--- src/inc/sba_regs.svh ---
// Register addresses, field positions, reset values and sizes of the system bus arbiter.
`ifndef SBA_REGS_SVH
`define SBA_REGS_SVH

// ----------------------------------------
// Register byte addresses
// ----------------------------------------
`define SBA_A_LAYER_PRIO 32'h50060400
`define SBA_A_BRIDGE 32'h50060404
`define SBA_A_FLASH_ARB 32'h50060408
`define SBA_A_STATUS 32'h5006040C
`define SBA_A_PRIO1 32'h30020000
`define SBA_A_PRIO2 32'h30020004
`define SBA_A_PRIO3 32'h30020008
`define SBA_A_DFLT 32'h30020048
`define SBA_A_WT_EN 32'h3002004C
`define SBA_A_PERIOD 32'h30020050
`define SBA_A_BUDGET1 32'h30020054
`define SBA_A_BUDGET2 32'h30020058
`define SBA_A_BUDGET3 32'h3002005C
`define SBA_A_VERSION 32'h30020090

// ----------------------------------------
// Sizes and field positions
// ----------------------------------------
`define SBA_NLAYER 4
`define SBA_NDMA 3
`define SBA_LPRIO_W 2
`define SBA_MPRIO_W 4
`define SBA_DFLT_W 4
`define SBA_CNT_W 16
`define SBA_BRIDGE_BYP_BIT 0
`define SBA_SYNC_BYP_BIT 1
`define SBA_PER_BURST_BIT 0
`define SBA_WT_ON_BIT 0
`define SBA_ST_DGNT_LSB 4
`define SBA_ST_DID_LSB 8
`define SBA_ST_TIER_LSB 12

// ----------------------------------------
// Reset values
// ----------------------------------------
// Layer order from bit 0 upward: radio controller, cpu system, cpu code, dma.
`define SBA_LPRIO_RST {2'h3, 2'h2, 2'h1, 2'h0}
`define SBA_MPRIO_RST {4'hD, 4'hE, 4'hF}
`define SBA_DFLT_RST 4'h0
`define SBA_PERIOD_RST 16'hFFFF
`define SBA_BUDGET_RST 16'h000F
`define SBA_DFLT_MAX 4'h3

`endif

--- src/inc/sba_pkg.sv ---
// Types shared by the system bus arbiter files.
`include "sba_regs.svh"

package sba_pkg;

  typedef enum logic [1:0] {
    SBA_DM_DUMMY = 2'h0,
    SBA_DM_RADIO_TEST_PORT = 2'h1,
    SBA_DM_GENERAL_DMA = 2'h2,
    SBA_DM_ITEM_A = 2'h3
  } sba_dma_id_t;

  typedef struct packed {
    logic [`SBA_NLAYER*`SBA_LPRIO_W-1:0] layer_prio;
    logic sync_byp;
    logic bridge_byp;
    logic per_burst;
    logic [`SBA_NDMA-1:0][`SBA_MPRIO_W-1:0] mprio;
    logic [`SBA_DFLT_W-1:0] dflt;
    logic wt_on;
    logic [`SBA_CNT_W-1:0] period;
    logic [`SBA_NDMA-1:0][`SBA_CNT_W-1:0] budget;
    logic [`SBA_CNT_W-1:0] refresh_cnt;
    logic [`SBA_NDMA-1:0][`SBA_CNT_W-1:0] tokens;
    logic [`SBA_NLAYER-1:0] layer_gnt;
    logic [`SBA_NDMA-1:0] dma_gnt;
    sba_dma_id_t dma_id;
    logic [31:0] rdata;
  } sba_state_t;

endpackage

--- src/hw/sba_pick.sv ---
// Picks the valid requester with the largest key; ties go to the lowest index.
module sba_pick #(
  parameter int N = 4,
  parameter int W = 2
) (
  // Requests and keys
  input wire logic [N-1:0] valid_i,
  input wire logic [N*W-1:0] key_i,
  // One-hot winner
  output logic [N-1:0] win_o
);

  logic [W-1:0] best;
  logic found;

  always_comb begin
    best = '0;
    found = 1'b0;
    win_o = '0;
    for (int i = 0; i < N; i++) begin
      if (valid_i[i] && (!found || key_i[i*W +: W] > best)) begin
        best = key_i[i*W +: W];
        found = 1'b1;
        win_o = '0;
        win_o[i] = 1'b1;
      end
    end
  end

endmodule

--- src/hw/sba_arbiter.sv ---
// System bus layer arbiter and dma layer arbiter with their configuration registers.
// Operation
// - Four layers, 2-bit code, lower code wins
// - Dma layer priority bits 7:6, reset 3
// - Cpu code layer bits 5:4, reset 2
// - Cpu system layer bits 3:2, reset 1
// - Radio controller layer bits 1:0, reset 0
// - Bridge bit 1 bypasses synchroniser stages
// - Bridge bit 0 bypasses bridge, equal clocks
// - Flash arbitration per transfer or per burst
// - Three dma masters, 4-bit priority, 15 highest
// - Master priorities reset to F, E, D
// - No request grants default master, reset 0
// - Default codes: dummy, test, general, item_a
// - Weighted token enable bit, reset 0
// - Refresh period reloads all token counters
// - Masters holding tokens beat exhausted masters
// - Zero budget means unlimited tokens
//
// Added by the designer: the plain strobed port.
`include "sba_regs.svh"

module sba_arbiter #(
  // Version word; the value is arbitrary.
  parameter logic [31:0] VERSION = 32'h00010000
) (
  // Clock and reset
  input wire logic clk_i,
  input wire logic reset_i,
  // Register port
  input wire logic [31:0] reg_addr_i,
  input wire logic [31:0] reg_wdata_i,
  input wire logic reg_wr_i,
  input wire logic reg_rd_i,
  output logic [31:0] reg_rdata_o,
  // System bus layers: 0 radio controller, 1 cpu system, 2 cpu code, 3 dma
  input wire logic [`SBA_NLAYER-1:0] layer_req_i,
  input wire logic [`SBA_NLAYER-1:0] layer_burst_i,
  output logic [`SBA_NLAYER-1:0] layer_gnt_o,
  // Dma layer masters: 0 radio test port, 1 general dma, 2 item_a
  input wire logic [`SBA_NDMA-1:0] dma_req_i,
  output logic [`SBA_NDMA-1:0] dma_gnt_o,
  output logic [1:0] dma_gnt_id_o,
  // Bridge control
  output logic bridge_bypass_o,
  output logic sync_bypass_o
);

  // ----------------------------------------
  // Helpers
  // ----------------------------------------
  function automatic logic [1:0] onehot_to_id(input logic [`SBA_NDMA-1:0] oh);
    logic [1:0] id;
    id = 2'h0;
    for (int i = 0; i < `SBA_NDMA; i++) begin
      if (oh[i]) begin
        id = 2'(i + 1);
      end
    end
    return id;
  endfunction

  function automatic logic [`SBA_NDMA-1:0] id_to_onehot(input logic [1:0] id);
    logic [`SBA_NDMA-1:0] oh;
    oh = '0;
    for (int i = 0; i < `SBA_NDMA; i++) begin
      if (id == 2'(i + 1)) begin
        oh[i] = 1'b1;
      end
    end
    return oh;
  endfunction

  sba_pkg::sba_state_t s_q, s_d;
  logic [`SBA_NLAYER*`SBA_LPRIO_W-1:0] layer_key;
  logic [`SBA_NDMA*(`SBA_MPRIO_W+1)-1:0] dma_key;
  logic [`SBA_NDMA-1:0] upper_tier;
  logic [`SBA_NLAYER-1:0] layer_win;
  logic [`SBA_NDMA-1:0] dma_win;
  logic [1:0] dflt_id;

  // ----------------------------------------
  // Arbitration keys
  // ----------------------------------------
  genvar g;
  generate
    for (g = 0; g < `SBA_NLAYER; g++) begin : g_layer
      // Inverted code so that code 0 gives the largest key.
      assign layer_key[g*`SBA_LPRIO_W +: `SBA_LPRIO_W] = ~s_q.layer_prio[g*`SBA_LPRIO_W +: `SBA_LPRIO_W];
    end
    for (g = 0; g < `SBA_NDMA; g++) begin : g_dma
      assign upper_tier[g] = (s_q.budget[g] == '0) || (s_q.tokens[g] != '0);
      assign dma_key[g*(`SBA_MPRIO_W+1) +: `SBA_MPRIO_W+1] = {s_q.wt_on & upper_tier[g], s_q.mprio[g]};
    end
  endgenerate

  sba_pick #(.N(`SBA_NLAYER), .W(`SBA_LPRIO_W)) u_layer_pick (
    .valid_i(layer_req_i),
    .key_i(layer_key),
    .win_o(layer_win)
  );

  sba_pick #(.N(`SBA_NDMA), .W(`SBA_MPRIO_W+1)) u_dma_pick (
    .valid_i(dma_req_i),
    .key_i(dma_key),
    .win_o(dma_win)
  );

  // Codes 0 and 4 upward select the dummy master.
  assign dflt_id = (s_q.dflt <= `SBA_DFLT_MAX) ? s_q.dflt[1:0] : 2'h0;

  // ----------------------------------------
  // Next state
  // ----------------------------------------
  always_comb begin
    s_d = s_q;
    s_d.rdata = '0;
    // Register writes; reserved bits are dropped.
    if (reg_wr_i) begin
      unique case (reg_addr_i)
        `SBA_A_LAYER_PRIO: s_d.layer_prio = reg_wdata_i[`SBA_NLAYER*`SBA_LPRIO_W-1:0];
        `SBA_A_BRIDGE: begin
          s_d.sync_byp = reg_wdata_i[`SBA_SYNC_BYP_BIT];
          s_d.bridge_byp = reg_wdata_i[`SBA_BRIDGE_BYP_BIT];
        end
        `SBA_A_FLASH_ARB: s_d.per_burst = reg_wdata_i[`SBA_PER_BURST_BIT];
        `SBA_A_PRIO1: s_d.mprio[0] = reg_wdata_i[`SBA_MPRIO_W-1:0];
        `SBA_A_PRIO2: s_d.mprio[1] = reg_wdata_i[`SBA_MPRIO_W-1:0];
        `SBA_A_PRIO3: s_d.mprio[2] = reg_wdata_i[`SBA_MPRIO_W-1:0];
        `SBA_A_DFLT: s_d.dflt = reg_wdata_i[`SBA_DFLT_W-1:0];
        `SBA_A_WT_EN: s_d.wt_on = reg_wdata_i[`SBA_WT_ON_BIT];
        `SBA_A_PERIOD: s_d.period = reg_wdata_i[`SBA_CNT_W-1:0];
        `SBA_A_BUDGET1: s_d.budget[0] = reg_wdata_i[`SBA_CNT_W-1:0];
        `SBA_A_BUDGET2: s_d.budget[1] = reg_wdata_i[`SBA_CNT_W-1:0];
        `SBA_A_BUDGET3: s_d.budget[2] = reg_wdata_i[`SBA_CNT_W-1:0];
        default: begin
        end
      endcase
    end
    // Register reads; unmapped addresses and reserved bits read zero.
    if (reg_rd_i) begin
      unique case (reg_addr_i)
        `SBA_A_LAYER_PRIO: s_d.rdata = 32'(s_q.layer_prio);
        `SBA_A_BRIDGE: begin
          s_d.rdata[`SBA_SYNC_BYP_BIT] = s_q.sync_byp;
          s_d.rdata[`SBA_BRIDGE_BYP_BIT] = s_q.bridge_byp;
        end
        `SBA_A_FLASH_ARB: s_d.rdata[`SBA_PER_BURST_BIT] = s_q.per_burst;
        `SBA_A_STATUS: begin
          s_d.rdata[`SBA_NLAYER-1:0] = s_q.layer_gnt;
          s_d.rdata[`SBA_ST_DGNT_LSB +: `SBA_NDMA] = s_q.dma_gnt;
          s_d.rdata[`SBA_ST_DID_LSB +: 2] = s_q.dma_id;
          s_d.rdata[`SBA_ST_TIER_LSB +: `SBA_NDMA] = upper_tier;
        end
        `SBA_A_PRIO1: s_d.rdata = 32'(s_q.mprio[0]);
        `SBA_A_PRIO2: s_d.rdata = 32'(s_q.mprio[1]);
        `SBA_A_PRIO3: s_d.rdata = 32'(s_q.mprio[2]);
        `SBA_A_DFLT: s_d.rdata = 32'(s_q.dflt);
        `SBA_A_WT_EN: s_d.rdata[`SBA_WT_ON_BIT] = s_q.wt_on;
        `SBA_A_PERIOD: s_d.rdata = 32'(s_q.period);
        `SBA_A_BUDGET1: s_d.rdata = 32'(s_q.budget[0]);
        `SBA_A_BUDGET2: s_d.rdata = 32'(s_q.budget[1]);
        `SBA_A_BUDGET3: s_d.rdata = 32'(s_q.budget[2]);
        `SBA_A_VERSION: s_d.rdata = VERSION;
        default: begin
        end
      endcase
    end
    // Token bookkeeping: a new period reloads every counter, otherwise a granted
    // requesting master spends one token per bus cycle.
    if (s_q.refresh_cnt == '0) begin
      s_d.refresh_cnt = s_q.period;
      s_d.tokens = s_q.budget;
    end else begin
      s_d.refresh_cnt = s_q.refresh_cnt - 1'b1;
      for (int i = 0; i < `SBA_NDMA; i++) begin
        if (s_q.dma_gnt[i] && dma_req_i[i] && s_q.tokens[i] != '0) begin
          s_d.tokens[i] = s_q.tokens[i] - 1'b1;
        end
      end
    end
    // Layer grant: a burst keeps its grant in per-burst mode; otherwise every
    // transfer is arbitrated with the priorities in force now.
    if (!(s_q.per_burst && |(s_q.layer_gnt & layer_req_i & layer_burst_i))) begin
      s_d.layer_gnt = layer_win;
    end
    // Dma grant: highest key wins, the default master when nobody asks.
    if (|dma_req_i) begin
      s_d.dma_gnt = dma_win;
      s_d.dma_id = sba_pkg::sba_dma_id_t'(onehot_to_id(dma_win));
    end else begin
      s_d.dma_gnt = id_to_onehot(dflt_id);
      s_d.dma_id = sba_pkg::sba_dma_id_t'(dflt_id);
    end
  end

  // ----------------------------------------
  // State register
  // ----------------------------------------
  always_ff @(posedge clk_i) begin
    if (reset_i) begin
      s_q <= '0;
      s_q.layer_prio <= `SBA_LPRIO_RST;
      s_q.mprio <= `SBA_MPRIO_RST;
      s_q.dflt <= `SBA_DFLT_RST;
      s_q.period <= `SBA_PERIOD_RST;
      s_q.refresh_cnt <= `SBA_PERIOD_RST;
      s_q.budget <= {`SBA_NDMA{`SBA_BUDGET_RST}};
      s_q.tokens <= {`SBA_NDMA{`SBA_BUDGET_RST}};
    end else begin
      s_q <= s_d;
    end
  end

  assign reg_rdata_o = s_q.rdata;
  assign layer_gnt_o = s_q.layer_gnt;
  assign dma_gnt_o = s_q.dma_gnt;
  assign dma_gnt_id_o = s_q.dma_id;
  assign bridge_bypass_o = s_q.bridge_byp;
  assign sync_bypass_o = s_q.sync_byp;

  // ----------------------------------------
  // Assertions
  // ----------------------------------------
  logic [1:0] best_code;
  logic [1:0] gnt_code;

  always_comb begin
    best_code = 2'h3;
    gnt_code = 2'h0;
    for (int i = 0; i < `SBA_NLAYER; i++) begin
      if (layer_req_i[i] && s_q.layer_prio[i*`SBA_LPRIO_W +: `SBA_LPRIO_W] < best_code) begin
        best_code = s_q.layer_prio[i*`SBA_LPRIO_W +: `SBA_LPRIO_W];
      end
      if (layer_gnt_o[i]) begin
        gnt_code = s_q.layer_prio[i*`SBA_LPRIO_W +: `SBA_LPRIO_W];
      end
    end
  end
endmodule

--- config.mk ---
export PLATFORM = sky130hd
export DESIGN_NAME = sba_arbiter
export DESIGN_NICKNAME = d
export VERILOG_FILES = /design/src/inc/sba_pkg.sv /design/src/hw/sba_pick.sv /design/src/hw/sba_arbiter.sv
export VERILOG_INCLUDE_DIRS = /design/src /design/src/inc
export SDC_FILE = /design/constraint.sdc
export NUM_CORES = 1
export LEC_CHECK = 0
export ABC_AREA = 1
export BUFFER_PORTS_ARGS = -buffer_cell sky130_fd_sc_hd__buf_2
export CORE_MARGIN = 2
export CORE_UTILIZATION = 55
export CTS_CLUSTER_SIZE = 40
export DETAILED_ROUTE_END_ITERATION = 10
export PLACE_DENSITY_LB_ADDON = 0.1
export SYNTH_ARGS = -nofsm -noshare
export SYNTH_HDL_FRONTEND = slang
export SYNTH_SLANG_ARGS = --single-unit
--- constraint.sdc ---
create_clock -name clk_i -period 4.3 [get_ports clk_i]
set_input_delay 0.215 -clock clk_i [delete_from_list [all_inputs] [get_ports clk_i]]
set_output_delay 0.215 -clock clk_i [all_outputs]
set_load 0.01 [all_outputs]
Yosys cells after proc, flatten, opt, wreduce, memory -nomap -nowiden
Cells that the tools add are included.
W data, S select, Z words.
{ "totals": {"reg_bits": 197, "in_bits": 79, "out_inout_bits": 43, "word_cells": 145} }
{ "op_classes": {"add_sub_neg": 4, "n_lt_le_gt_ge": 6, "eq_ne": 17, "mux": 37, "n_bitwise": 10, "n_reduce_logical": 50} }
{ "op_table": {"columns": ["cell", "n"], "rows": [
  ["$eq A32 B30 Y1 const B", 10],
  ["$eq A32 B31 Y1 const B", 4],
  ["$logic_not A16 Y1", 4],
  ["$mux W64", 1],
  ["$sub A16 B1 Y16 const B", 4],
  ["$pmux W5 S10", 1],
  ["$mux W16", 3],
  ["$reduce_bool A16 Y1", 3],
  ["$reduce_and A2 Y1", 12],
  ["$pmux W2 S5", 2],
  ["$mux W5", 3],
  ["$pmux W3 S5", 1],
  ["$pmux W1 S13", 1],
  ["$logic_and A1 B1 Y1", 12],
  ["$mux W2", 6],
  ["$mux W4", 3],
  ["$mux W1", 11],
  ["$pmux W1 S11", 1],
  ["$gt A5 B5 Y1", 2],
  ["$and A4 B4 Y4", 2],
  ["$logic_or A1 B1 Y1", 8],
  ["$not A2 Y2", 4],
  ["$pmux W2 S4", 1],
  ["$gt A2 B2 Y1", 3],
  ["12 further kinds", 22]
]} }

Logic depth before layout (Yosys ltp)
Gate-level depths: netlist of the first run.
{ "logic_depth": {"ltp_word": 16, "mapped_depth": 28, "mapped_depth_nobuf": 27} }

Hierarchy
A second synthesis of the first run with hierarchy kept.
{ "hier_totals": {"hier_cells": 1578, "hier_area_um2": 10605.2} }
{ "by_module_without_submodules": {"columns": ["module", "n_inst", "cells_per_inst", "area_per_inst_um2", "seq_area_each_um2"], "rows": [
  ["sba_arbiter", 1, 1447, 9889.5, 3643.5],
  ["sba_pick (u_dma_pick)", 1, 74, 426.7, 0.0],
  ["sba_pick (u_layer_pick)", 1, 57, 289.0, 0.0]
]} }

Least setup slack after synthesis of the first run
No wires, ideal clock.
{ "synth_path": {"kind": "register -> register", "from": "register s_q[190] (netlist name)", "to": "register s_q (netlist bit layer_gnt_o[0])", "setup_time_ns": 0.070, "t_arrival_ns": 3.310, "t_required_ns": 4.230, "slack_ns": 0.920, "stages_incl_launch_ff": 24, "path_buffers": 0, "period_less_slack_ns": 3.380, "cell_sequence": "dfxtp_1 or2_2 ha_1 inv_1 nor2_1 o21ai_0 a21oi_1 nand2_1 o21ai_0 inv_1 ha_1 inv_1 nor2_1 o21ai_0 a21oi_1 o21ai_0 ha_1 inv_1 nor2_1 o21ai_0 o21ai_0 a21oi_1 nand3_1 a21oi_1"} }
{ "synth_between": {"elab_chain_len": 14, "elab_cells_between_ends": 20, "cone_classes": "order compare (3); mux (8); bitwise (1); reduce/logical (8)"} }
{ "synth_lines": {"columns": ["element", "line_no", "source"], "rows": [
  ["from (decl)", "sba_arbiter.sv:74", "sba_pkg::sba_state_t s_q, s_d;"],
  ["$not A2 Y2 *", "sba_arbiter.sv:89", "assign layer_key[g*`SBA_LPRIO_W +: `SBA_LPRIO_W] = ~s_q.layer_prio[g*`SBA_LPRIO_W +: `SBA_LPRIO_W];"],
  ["$mux W2 *", "sba_pick.sv:21", "if (valid_i[i] && (!found || key_i[i*W +: W] > best)) begin"],
  ["$gt A2 B2 Y1", "sba_pick.sv:21", null],
  ["$logic_or A1 B1 Y1", "sba_pick.sv:21", null],
  ["$logic_and A1 B1 Y1", "sba_pick.sv:21", null],
  ["$mux W2 / $mux W1 (equally long branches)", "sba_pick.sv:21", null],
  ["$gt A2 B2 Y1 / $logic_not A1 Y1 (equally long branches)", "sba_pick.sv:21", null],
  ["$logic_or A1 B1 Y1", "sba_pick.sv:21", null],
  ["$logic_and A1 B1 Y1", "sba_pick.sv:21", null],
  ["$mux W2 / $mux W1 (equally long branches)", "sba_pick.sv:21", null],
  ["$gt A2 B2 Y1 / $logic_not A1 Y1 (equally long branches)", "sba_pick.sv:21", null],
  ["$logic_or A1 B1 Y1", "sba_pick.sv:21", null],
  ["$logic_and A1 B1 Y1", "sba_pick.sv:21", null],
  ["$mux W4 *", "sba_pick.sv:21", null]
]} }
Every way passes the cells marked *; elsewhere a longest branch is shown, timed or not.
A chain may end at the register's enable or synchronous reset.

Worst setup path in the final report of the first run
Ends and elaborated chain as after synthesis.

==> results of run 1 <==
-- critical path, cell delays in order, from the launching register on --
cell     delay [ns]
dfxtp_1        0.34
or2_2          0.31
ha_1           0.29
inv_1          0.04
nor2_1         0.07
o21ai_0        0.07
a21oi_1        0.32
nand2_1        0.08
o21ai_0        0.12
inv_1          0.07
ha_1           0.30
inv_1          0.04
nor2_1         0.07
o21ai_0        0.08
a21oi_1        0.24
inv_1          0.13
o21ai_0        0.21
ha_1           0.19
nor2_1         0.04
o21ai_0        0.15
o21ai_0        0.12
a21oi_1        0.28
nand3_1        0.11
a21oi_1        0.13
-- metrics by stage --
step | utilization (%) | power, mW
after global routing | 60.7 | 3.69
after detailed placement | 57.5 | 1.98
after CTS | 60.7 | 3.60
after global placement | 57.5 | 1.98
final | 60.7 | 3.59
after floorplan | - | 1.90
-- worst max path at each step --
stage                   start               to
6_report             s_q[190]   layer_gnt_o[0]
4_1_cts               s_q[63]  dma_gnt_id_o[0]
3_5_place_dp   layer_req_i[0]   layer_gnt_o[1]
3_3_place_gp   layer_req_i[0]   layer_gnt_o[1]
2_1_floorplan        s_q[190]   layer_gnt_o[0]
5_1_grt              s_q[190]   layer_gnt_o[0]
-- flip-flops by register name, indices dropped and copies added (netlist names) --
| register | cells |
|---|---|
| bridge_bypass_o | 1 |
| sync_bypass_o | 1 |
| layer_gnt_o | 4 |
| dma_gnt_id_o | 2 |
| dma_key | 12 |
| dma_gnt_o | 3 |
| reg_rdata_o | 17 |
| s_q | 142 |
-- placed cells by master (no fill, tap or decap), types with 7 or more instances in the layout --
cell type	synthesis	final
a21oi_1	96	96
a31oi_1	15	15
buf_2	16	90
buf_4	43	9
clkbuf_16	0	17
conb_1	1	15
dfxtp_1	182	182
ha_1	23	23
inv_1	190	189
nand2_1	323	322
nand2_2	8	9
nand3_1	78	78
nand4_1	38	38
nor2_1	154	154
nor2_2	12	12
nor2_4	10	10
nor3_1	24	23
nor4_1	7	7
o2111ai_1	11	11
o211ai_1	50	50
o21ai_0	73	73
o21ai_1	21	21
o22ai_1	15	15
xnor2_1	8	8
xor2_1	43	43
-- cells by family after synthesis --
family / after synthesis / synth area share, %
AOI/OAI and AO/OA: 295 / 16.6
xor gates and xnor gates: 51 / 4.32
adders and majority gates: 23 / 2.78
buffers and inverters: 285 / 12.3
DFF: 182 / 35.2
other: 1 / 0.0363
and+or+nand+nor: 669 / 28.7
-- what timing repair did --
action                     4_1_cts  5_1_grt
setup buffers                    0        0
resized for setup                0        1
setup endpoints to repair        0        4
hold buffers                     0        0
-- report_power, final --
group | leakage (nW) | switching [mW] | internal, mW
Combinational | 3.58 | 0.164 | 0.0718
Clock | 0.292 | 0.710 | 0.928
Sequential | 1.47 | 0.0140 | 1.70
-- layout make-up --
class	count	area (um2)	share of cell area, %
multi-input combinational	1053	5490	48.6
sequential	182	3640	32.3
inverter	198	744	6.60
timing repair buffer	99	518	4.59
clock buffer	20	437	3.87
tap	234	293	2.59
clock inverter	12	166	1.47
-- per-layer routing --
metal / vias to the layer above / track usage [%] / wire [um]
li1: 5004 / - / -
met1: 4683 / 43.8 / 14100
met2: 324 / 49.4 / 13900
met3: 51 / 5.13 / 2130
met4: 0 / 10.0 / 720
met5: - / 0 / 0
==> summary.md, run 1 <==
| Metric | Value |
|---|---|
| Rows | 50 |
| Worst skew pair latency | 0.44 ns |
| Worst Reg-to-Reg Cells | 23 |
| Core ar. | 0.0186 mm2 |
| Final worst-path cycle share | 90.0% |
| Die area | 0.0199 mm2 |
| Worst-path maximum fanout | 6 |
| CP Launch Type | flop |
| Yosys Warn Count | 0 |
| Clk pin slew, worst setup/hold paths | 0.07 ns |
| Final ANT Viol Nets | 0 |
| Fin cells | 1798 |
| Highest Clock Rate | 0.258 GHz |
| Via count | 10100 |
| HP Class | in2reg |
| FF-to-FF End | layer_gnt_o[0] |
| Fraction of final layout cells sized beyond drive strength 1 | 11.3% |
| Hold_ws | 0.0371 ns |
| Max Cap Violations | 0 |
| 1st-iter DRT viols | 811 |
| Worst r2r src | s_q[190] |
| Primary FF master, synth | dfxtp_1 |
| Average cell area after synthesis | 6.87 um2 |
| Drt drc | 0 |
| DIE WIDTH | 141 um |
| # diodes | 0 |
| Total CTS buffers | 17 |
| First drt pass iteration count | 5 |
| Slew @ Worst Pin | 1.05 ns |
| Drt total wl | 30800 um |
| Hold Path Origin | reg_wdata_i[3] |
| WL/cell | 17.1 um |
| Status | finished clean |
| Dpl cell area | 0.0107 mm2 |
| Post-Place Setup Slack | 0.370 ns |
| Setup Viol. Count Final | 0 |
| Reg2reg setup slack | 0.43 ns |
| RSZ-0062 raised after global routing | no |
| Number of flops mapped to enable cells by yosys | 0 |
| Critical path class | reg2reg |
| Clk buf depth | 2 |
| Hold Crit Depth | 3 |
| Area grow syn2layout | 9.13% |
| Leak | 5.35 nW |
| HPWL after detailed placement | 23300 um |
| Largest net degree at the start of global routing | 77 |
| Layout Skew | 0.00924 ns |
| Crit end category | flop |
| Post-synth ARST share | 0% |
| Final worst slack | 0.430 ns |
| Synth cell count leaders | nand2_1 (323), inv_1 (190), dfxtp_1 (182), nor2_1 (154), a21oi_1 (96) |
| Die H | 141 um |
| H-Tree Depth | 4 |
| PortBufs | 90 |
| CTS Sinks | 182 |
| Slew margin rel. | 29.8% |
| CTS root buf | clkbuf_16 |
| Vias in the first global route | 9090 |
| Yosys top cell area share | 35.2% |
| Top cells by area, synth | dfxtp_1 (35%), nand2_1 (12%), inv_1 (6.9%) |
| Critical path required time | 4.67 ns |
| Hold path endpoint | s_q[140] |
| Initial antenna violation count | 0 |
| I/O pin count | 122 |
| Cell total after placement | 1766 |
| Pins Over Slew Limit | 0 |
| Post-Synthesis Cells | 1506 |
| Fin crit period | 3.87 ns |
| Max VDD drop | 0.000291 V |
| Largest area contributor in the netlist | dfxtp_1 |
| TritonCTS clock tree | built |
| Crit path DAT | 4.24 ns |
| Gpl congestion | 0.965 |
| Final #Nets | 1653 |
| Total Routing Usage GR | 31.3% |
| Synth cell types | 43 |
| Netlist Area Pre-Place | 0.0103 mm2 |
| Post-synthesis sequential area ratio | 35.2% |
| Final Cell Area | 0.0113 mm2 |
| Setup TNS | 0 ns |
| Count leader, synth | nand2_1 |
| Count of state elements after synthesis | 182 |
| Pwr per Cell Area | 318 mW/mm2 |
| Routed vias/inst | 5.60 |
| Fill cell count | 1817 |
| Total gr overflow | 0 |
| Global-route wire length before repair | 48600 um |
| Initial Util | 55.7% |
| Final Hold Violating Endpoints | 0 |
(Power assumes the default switching activity.)
==> run 2: changes to the inputs <==
- ABC_AREA: 1 -> unset
==> summary.md, run 2 <==
| Metric | Value |
|---|---|
| Status | finished clean |
| Post-synth ARST share | 0% |
| Final worst-path cycle share | 94.0% |
| Clock power share | 42.8% |
| Clk pin slew, worst setup/hold paths | 0.06 ns |
| Finished Core Util | 61.7% |
| Critical path required time | 4.65 ns |
| Total gr overflow | 0 |
| GRT met1 Usage | 40.8% |
| Routed vias/inst | 6.09 |
| CTS root buf | clkbuf_16 |
| # Post-CTS Setup Buffers | 0 |
| Post-synthesis sequential area ratio | 37.9% |
| Largest register FFs | 142 |
| Total CTS buffers | 17 |
| Worst skew pair latency | 0.44 ns |
| Critical path class | reg2reg |
| Fin crit period | 4.04 ns |
| Count leader, synth | dfxtp_1 |
| Final ANT Viol Nets | 0 |
| Count of state elements after synthesis | 182 |
| Slew margin rel. | 35.2% |
| Synth cell count leaders | dfxtp_1 (182), nand2_1 (170), nor2_1 (109), a21oi_1 (77), clkbuf_1 (54) |
| Largest area contributor in the netlist | dfxtp_1 |
| Post-Synthesis Cells | 1176 |
| Gpl congestion | 0.905 |
| Max Cap Violations | 0 |
| Total Routing Usage GR | 30.1% |
| Final #Nets | 1318 |
| Met3 GRT Util | 3.84% |
| Initial antenna violation count | 0 |
| First drt pass iteration count | 5 |
| Die H | 136 um |
| Drt total wl | 27300 um |
| HP Class | in2reg |
| Clk buf depth | 2 |
| Final worst slack | 0.259 ns |
| Fin cells | 1454 |
| Crit path DAT | 4.39 ns |
| Pins Over Slew Limit | 0 |
| Netlist Area Pre-Place | 0.00961 mm2 |
| Top cells by area, synth | dfxtp_1 (38%), nand2_1 (6.6%), nor2_1 (4.3%) |
| Max VDD drop | 0.000297 V |
| Worst r2r src | s_q[41] |
| H-Tree Depth | 4 |
| Sequential share of power | 51.0% |
| Cell total after placement | 1422 |
| Hold Path Origin | reg_wdata_i[11] |
| # diodes | 0 |
| Largest net degree at the start of global routing | 97 |
| FF-to-FF End | dma_gnt_o[0] |
| Pwr per Cell Area | 316 mW/mm2 |
| Most frequent cells in the layout | dfxtp_1 (182), nand2_1 (170), nor2_1 (109) |
| Most common cell after layout, fill and taps aside | dfxtp_1 |
| Average cell area after synthesis | 8.17 um2 |
| Primary FF master, synth | dfxtp_1 |
| Net Sw Frac | 24.1% |
| Cell Int Power | 2.54 mW |
| I/O pin count | 122 |
| Setup Viol. Count Final | 0 |
| Global-route wire length before repair | 43400 um |
| Crit end category | flop |
| Leak | 4.23 nW |
| Worst Reg-to-Reg Cells | 19 |
| Die area | 0.0185 mm2 |
| HPWL after detailed placement | 19400 um |
| Initial Util | 55.9% |
| Fraction of final layout cells sized beyond drive strength 1 | 15.1% |
| Highest Clock Rate | 0.247 GHz |
| Drt drc | 0 |
| Vias in the first global route | 8017 |
| CP Launch Type | flop |
| CTS Sinks | 182 |
| Yosys Warn Count | 0 |
| P_sw | 0.806 mW |
| M2 GR Usage | 49.3% |
| Via count | 8862 |
| 1st-iter DRT viols | 819 |
| Combinational Power Share | 6.2% |
| Gr busiest metal | met2 |
| Core ar. | 0.0172 mm2 |
| Hold Buf Count CTS | 0 |
| Layout Skew | 0.00938 ns |
| Hold Crit Depth | 3 |
| Reg2reg setup slack | 0.26 ns |
| WL/cell | 18.8 um |
| RSZ-0062 raised after global routing | no |
| Final Hold Violating Endpoints | 0 |
| Post-Place Setup Slack | -0.128 ns |
| Yosys top cell area share | 37.9% |
| Hold path endpoint | s_q[164] |
| Number of flops mapped to enable cells by yosys | 0 |
| Largest Register | s_q |
| TritonCTS clock tree | built |
| Worst-path maximum fanout | 3 |
| Synth cell types | 65 |
| Slew @ Worst Pin | 0.972 ns |
| DIE WIDTH | 136 um |
| PortBufs | 90 |
| Area grow syn2layout | 10.4% |
| Rows | 48 |
[run 2: cell count changes in the layout (fill, tap and decap cells not counted), sizes merged, moves of 24 or more]
cell,before,now
nand2,332,170
xor2,43,17
o21ai,94,20
a211oi,3,34
inv,200,30
nor2,176,109
nand3,82,47
nor4,7,35
xnor2,8,35
nand4,38,14
o211ai,50,3
[run 2: what timing repair did]
item | CTS | global route
setup endpoints to repair | 5 | 9
gates cloned | 0 | 0
pin swaps | 0 | 2
gates resized for setup | 4 | 12
[run 2: power groups by stage]
stage	registers (mW)	logic, mW	clock network [mW]
2_1_floorplan	1.74	0.136	0
3_3_place_gp	1.75	0.198	0
3_5_place_dp	1.75	0.200	0
4_1_cts	1.71	0.201	1.44
5_1_grt	1.71	0.228	1.51
6_report	1.71	0.207	1.43
[run 2: cells by family after synthesis]
logic type	count (synthesis)	synth area share, %
compound gates	235	16.4
xor+xnor	52	4.74
fa+ha+maj	23	3.00
buf+inv	135	7.01
flops	182	37.9
mux	22	2.38
other cells	1	0.0390
simple gates	526	28.5
[run 2: how the worst max path moves through the flow]
stage,start,endpoint,slack [ns],cells after the start
final,s_q[41],dma_gnt_o[0],0.26,19
after global routing,s_q[190],layer_gnt_o[0],0.02,20
after CTS,s_q[42],dma_gnt_o[0],0.03,19
after detailed placement,s_q[41],dma_gnt_id_o[1],-0.13,18
after global placement,s_q[41],dma_gnt_id_o[1],-0.08,18
after floorplan,s_q[41],dma_gnt_id_o[1],0.08,18
[run 2: cell type report]
cell class / count / area, um2
clock inverters: 8 / 51.3
fillers: 1569 / 6570
well taps: 225 / 282
inverters: 30 / 113
flip-flops and latches: 182 / 3640
multi-input cells: 873 / 5420
repair buffers: 112 / 618
clock buffers: 24 / 472
[run 2: stage by stage]
| step | power (mW) | TNS (ns) | area [um2] | hold WS [ns] |
|---|---|---|---|---|
| after floorplan | 1.88 | 0 | 9660 | 0.339 |
| after global placement | 1.94 | -0.221 | 10000 | 0.464 |
| after CTS | 3.35 | 0 | 10600 | 0.0455 |
| final | 3.35 | 0 | 10600 | 0.0585 |
| after global routing | 3.45 | 0 | 10600 | 0.0633 |
| after detailed placement | 1.95 | -0.448 | 10000 | 0.470 |
[run 2: worst max-delay path, cell delays in order (launching register included)]
cell	delay, ns
dfxtp_1	0.32
inv_1	0.08
ha_2	0.18
or4b_4	0.47
or4_4	0.50
nand2b_4	0.18
nand3_2	0.12
ha_4	0.15
nand3_1	0.08
o21ai_2	0.15
a21oi_2	0.05
a21oi_2	0.13
mux2_2	0.36
ha_1	0.29
nor2b_1	0.13
o21a_1	0.17
o21ai_2	0.12
a21oi_2	0.08
o21a_1	0.20
o31ai_1	0.19
[run 2: layer usage]
metal / routed length, um / part of all wire, %
met2: 12700 / 46
met5: 0 / 0
met1: 11900 / 44
met4: 773 / 2.8
met3: 1910 / 7.0
==> run 3: changes to the inputs <==
- PLACE_DENSITY: unset -> 0.76
- PLACE_DENSITY_LB_ADDON: 0.1 -> unset
==> summary.md, run 3 (synthesis gave the netlist of run 2 again) <==
| Metric | Value |
|---|---|
| Largest register FFs | 142 |
| Crit-path slowest cell | or4b_2 |
| Pwr per Cell Area | 326 mW/mm2 |
| GRT met1 Usage | 38.9% |
| Status | finished clean |
| Total Routing Usage GR | 29.4% |
| Worst skew pair latency | 0.44 ns |
| Leak | 4.27 nW |
| HPWL after detailed placement | 19100 um |
| Fraction of final layout cells sized beyond drive strength 1 | 15.1% |
| PortBufs | 90 |
| CP cell instances | inv_1 > ha_1 > or4b_2 > or4_4 > nand2b_4 > nand3_4 > ha_4 > a21oi_1 > a21oi_1 > a21oi_2 > mux2_2 > ha_1 > nor2b_1 > o21a_1 > o21ai_2 > a21oi_2 > o21a_1 > o31ai_1 |
| Met3 GRT Util | 4.92% |
| Pins Over Slew Limit | 0 |
| Area grow syn2layout | 11.1% |
| Core ar. | 0.0172 mm2 |
| Gr busiest metal | met2 |
| Crit path to | dma_gnt_o[0] |
| Final Cell Area | 0.0107 mm2 |
| Total CTS buffers | 17 |
| Worst r2r src | s_q[42] |
| Initial antenna violation count | 0 |
| Clk pin slew, worst setup/hold paths | 0.06 ns |
| Max VDD drop | 0.000256 V |
| Layout Skew | 0.00973 ns |
| Drt total wl | 27200 um |
| Vias in the first global route | 8002 |
| H-Tree Depth | 4 |
| I/O pin count | 122 |
| Gpl congestion | 0.895 |
| Largest Register | s_q |
| Fin crit period | 4.11 ns |
| Die area | 0.0185 mm2 |
| # diodes | 0 |
| Crit end category | flop |
| 1st-iter DRT viols | 999 |
| RSZ-0062 raised after global routing | no |
| CTS root buf | clkbuf_16 |
| Most frequent cells in the layout | dfxtp_1 (182), nand2_1 (170), nor2_1 (109) |
| Die H | 136 um |
| HP Class | in2reg |
| Setup Viol. Count Final | 0 |
| Routed vias/inst | 6.13 |
| Initial Util | 55.9% |
| WL/cell | 18.7 um |
| M2 GR Usage | 47.6% |
| Slew @ Worst Pin | 1.06 ns |
| CP Launch Type | flop |
| Largest net degree at the start of global routing | 96 |
| Hold Buf Count CTS | 0 |
| Worst Reg-to-Reg Cells | 18 |
| Dpl cell area | 0.0100 mm2 |
| Delay of the slowest critical-path stage | 0.59 ns |
| CTS Sinks | 182 |
| DIE WIDTH | 136 um |
| Reg2reg setup slack | 0.19 ns |
| Drt drc | 0 |
| Most common cell after layout, fill and taps aside | dfxtp_1 |
| Finished Core Util | 62.1% |
| Final Hold Violating Endpoints | 0 |
| Via count | 8914 |
| Critical path class | reg2reg |
| Slew margin rel. | 28.5% |
| # Post-CTS Setup Buffers | 0 |
| Global-route wire length before repair | 42300 um |
| Final #Nets | 1318 |
| Critical path required time | 4.65 ns |
| Rows | 48 |
| Clk buf depth | 2 |
| Highest Clock Rate | 0.243 GHz |
| Total gr overflow | 0 |
| Worst-path maximum fanout | 3 |
| Crit path DAT | 4.46 ns |
| Worst setup startpoint | s_q[42] |
| TritonCTS clock tree | built |
| FF-to-FF End | dma_gnt_o[0] |
| Final ANT Viol Nets | 0 |
| Final worst-path cycle share | 95.6% |
| First drt pass iteration count | 5 |
| Max Cap Violations | 0 |
[run 3: changes by cell type in the layout (fill, tap and decap cells not counted), moves of 2 or more]
| cell | previous run | this run |
|---|---|---|
| clkbuf_1 | 5 | 2 |
| o21ai_2 | 3 | 1 |
| bufinv_16 | 0 | 2 |
| o21ai_1 | 0 | 2 |
[run 3: worst min path at each step]
stage	start	end	slack, ns	cells after the start
2_1_floorplan	reg_wdata_i[9]	s_q[162]	0.34	2
3_3_place_gp	s_q[189]	s_q[189]	0.47	2
3_5_place_dp	s_q[189]	s_q[189]	0.47	2
4_1_cts	reg_wdata_i[11]	s_q[164]	0.04	3
5_1_grt	reg_wdata_i[11]	s_q[164]	0.07	3
6_report	reg_wdata_i[11]	s_q[164]	0.05	3
[run 3: worst max-delay path, delay by kind of cell, from the launching register on]
family                   cells  cell delay (ns)
adder cells (fa/ha/maj)      3             0.65
AND/OR/NAND/NOR              5             1.47
flip-flops                   1             0.32
multiplexers                 1             0.35
AO/OA/AOI/OAI                8             1.14
buffers and inverters        1             0.08
[run 3: repair_timing]
action,4_1_cts,5_1_grt
gates resized for setup,5,8
setup endpoints to repair,5,6
pin swaps,0,4
[run 3: per-layer routing]
layer / up-vias / wire [um]
li1: 4237 / -
met1: 4203 / 11800
met2: 411 / 12700
met3: 63 / 1920
met4: 0 / 827
met5: - / 0
[run 3: area by class of cell]
type                       count  area, um2
tap                          225        282
timing repair buffer         112        631
clock inverter                11        124
sequential                   182       3640
fill                        1574       6500
multi-input combinational    873       5420
inverter                      30        113
clock buffer                  21        460
[run 3: through the flow]
stage | total power, mW | instances | TNS [ns] | hold WS (ns) | setup WS [ns]
after floorplan | 1.88 | 1190 | 0 | 0.339 | 0.0813
after global placement | 1.94 | 1422 | -0.0919 | 0.470 | -0.0415
after detailed placement | 1.95 | 1422 | -0.613 | 0.474 | -0.156
after CTS | 3.48 | 1454 | 0 | 0.0419 | 0.00234
after global routing | 3.58 | 1454 | 0 | 0.0666 | 0.0170
final | 3.48 | 1454 | 0 | 0.0508 | 0.190
[run 3: power breakdown]
| group | internal, mW | switching (mW) |
|---|---|---|
| Combinational | 0.0786 | 0.131 |
| Sequential | 1.70 | 0.0125 |
| Clock | 0.887 | 0.679 |
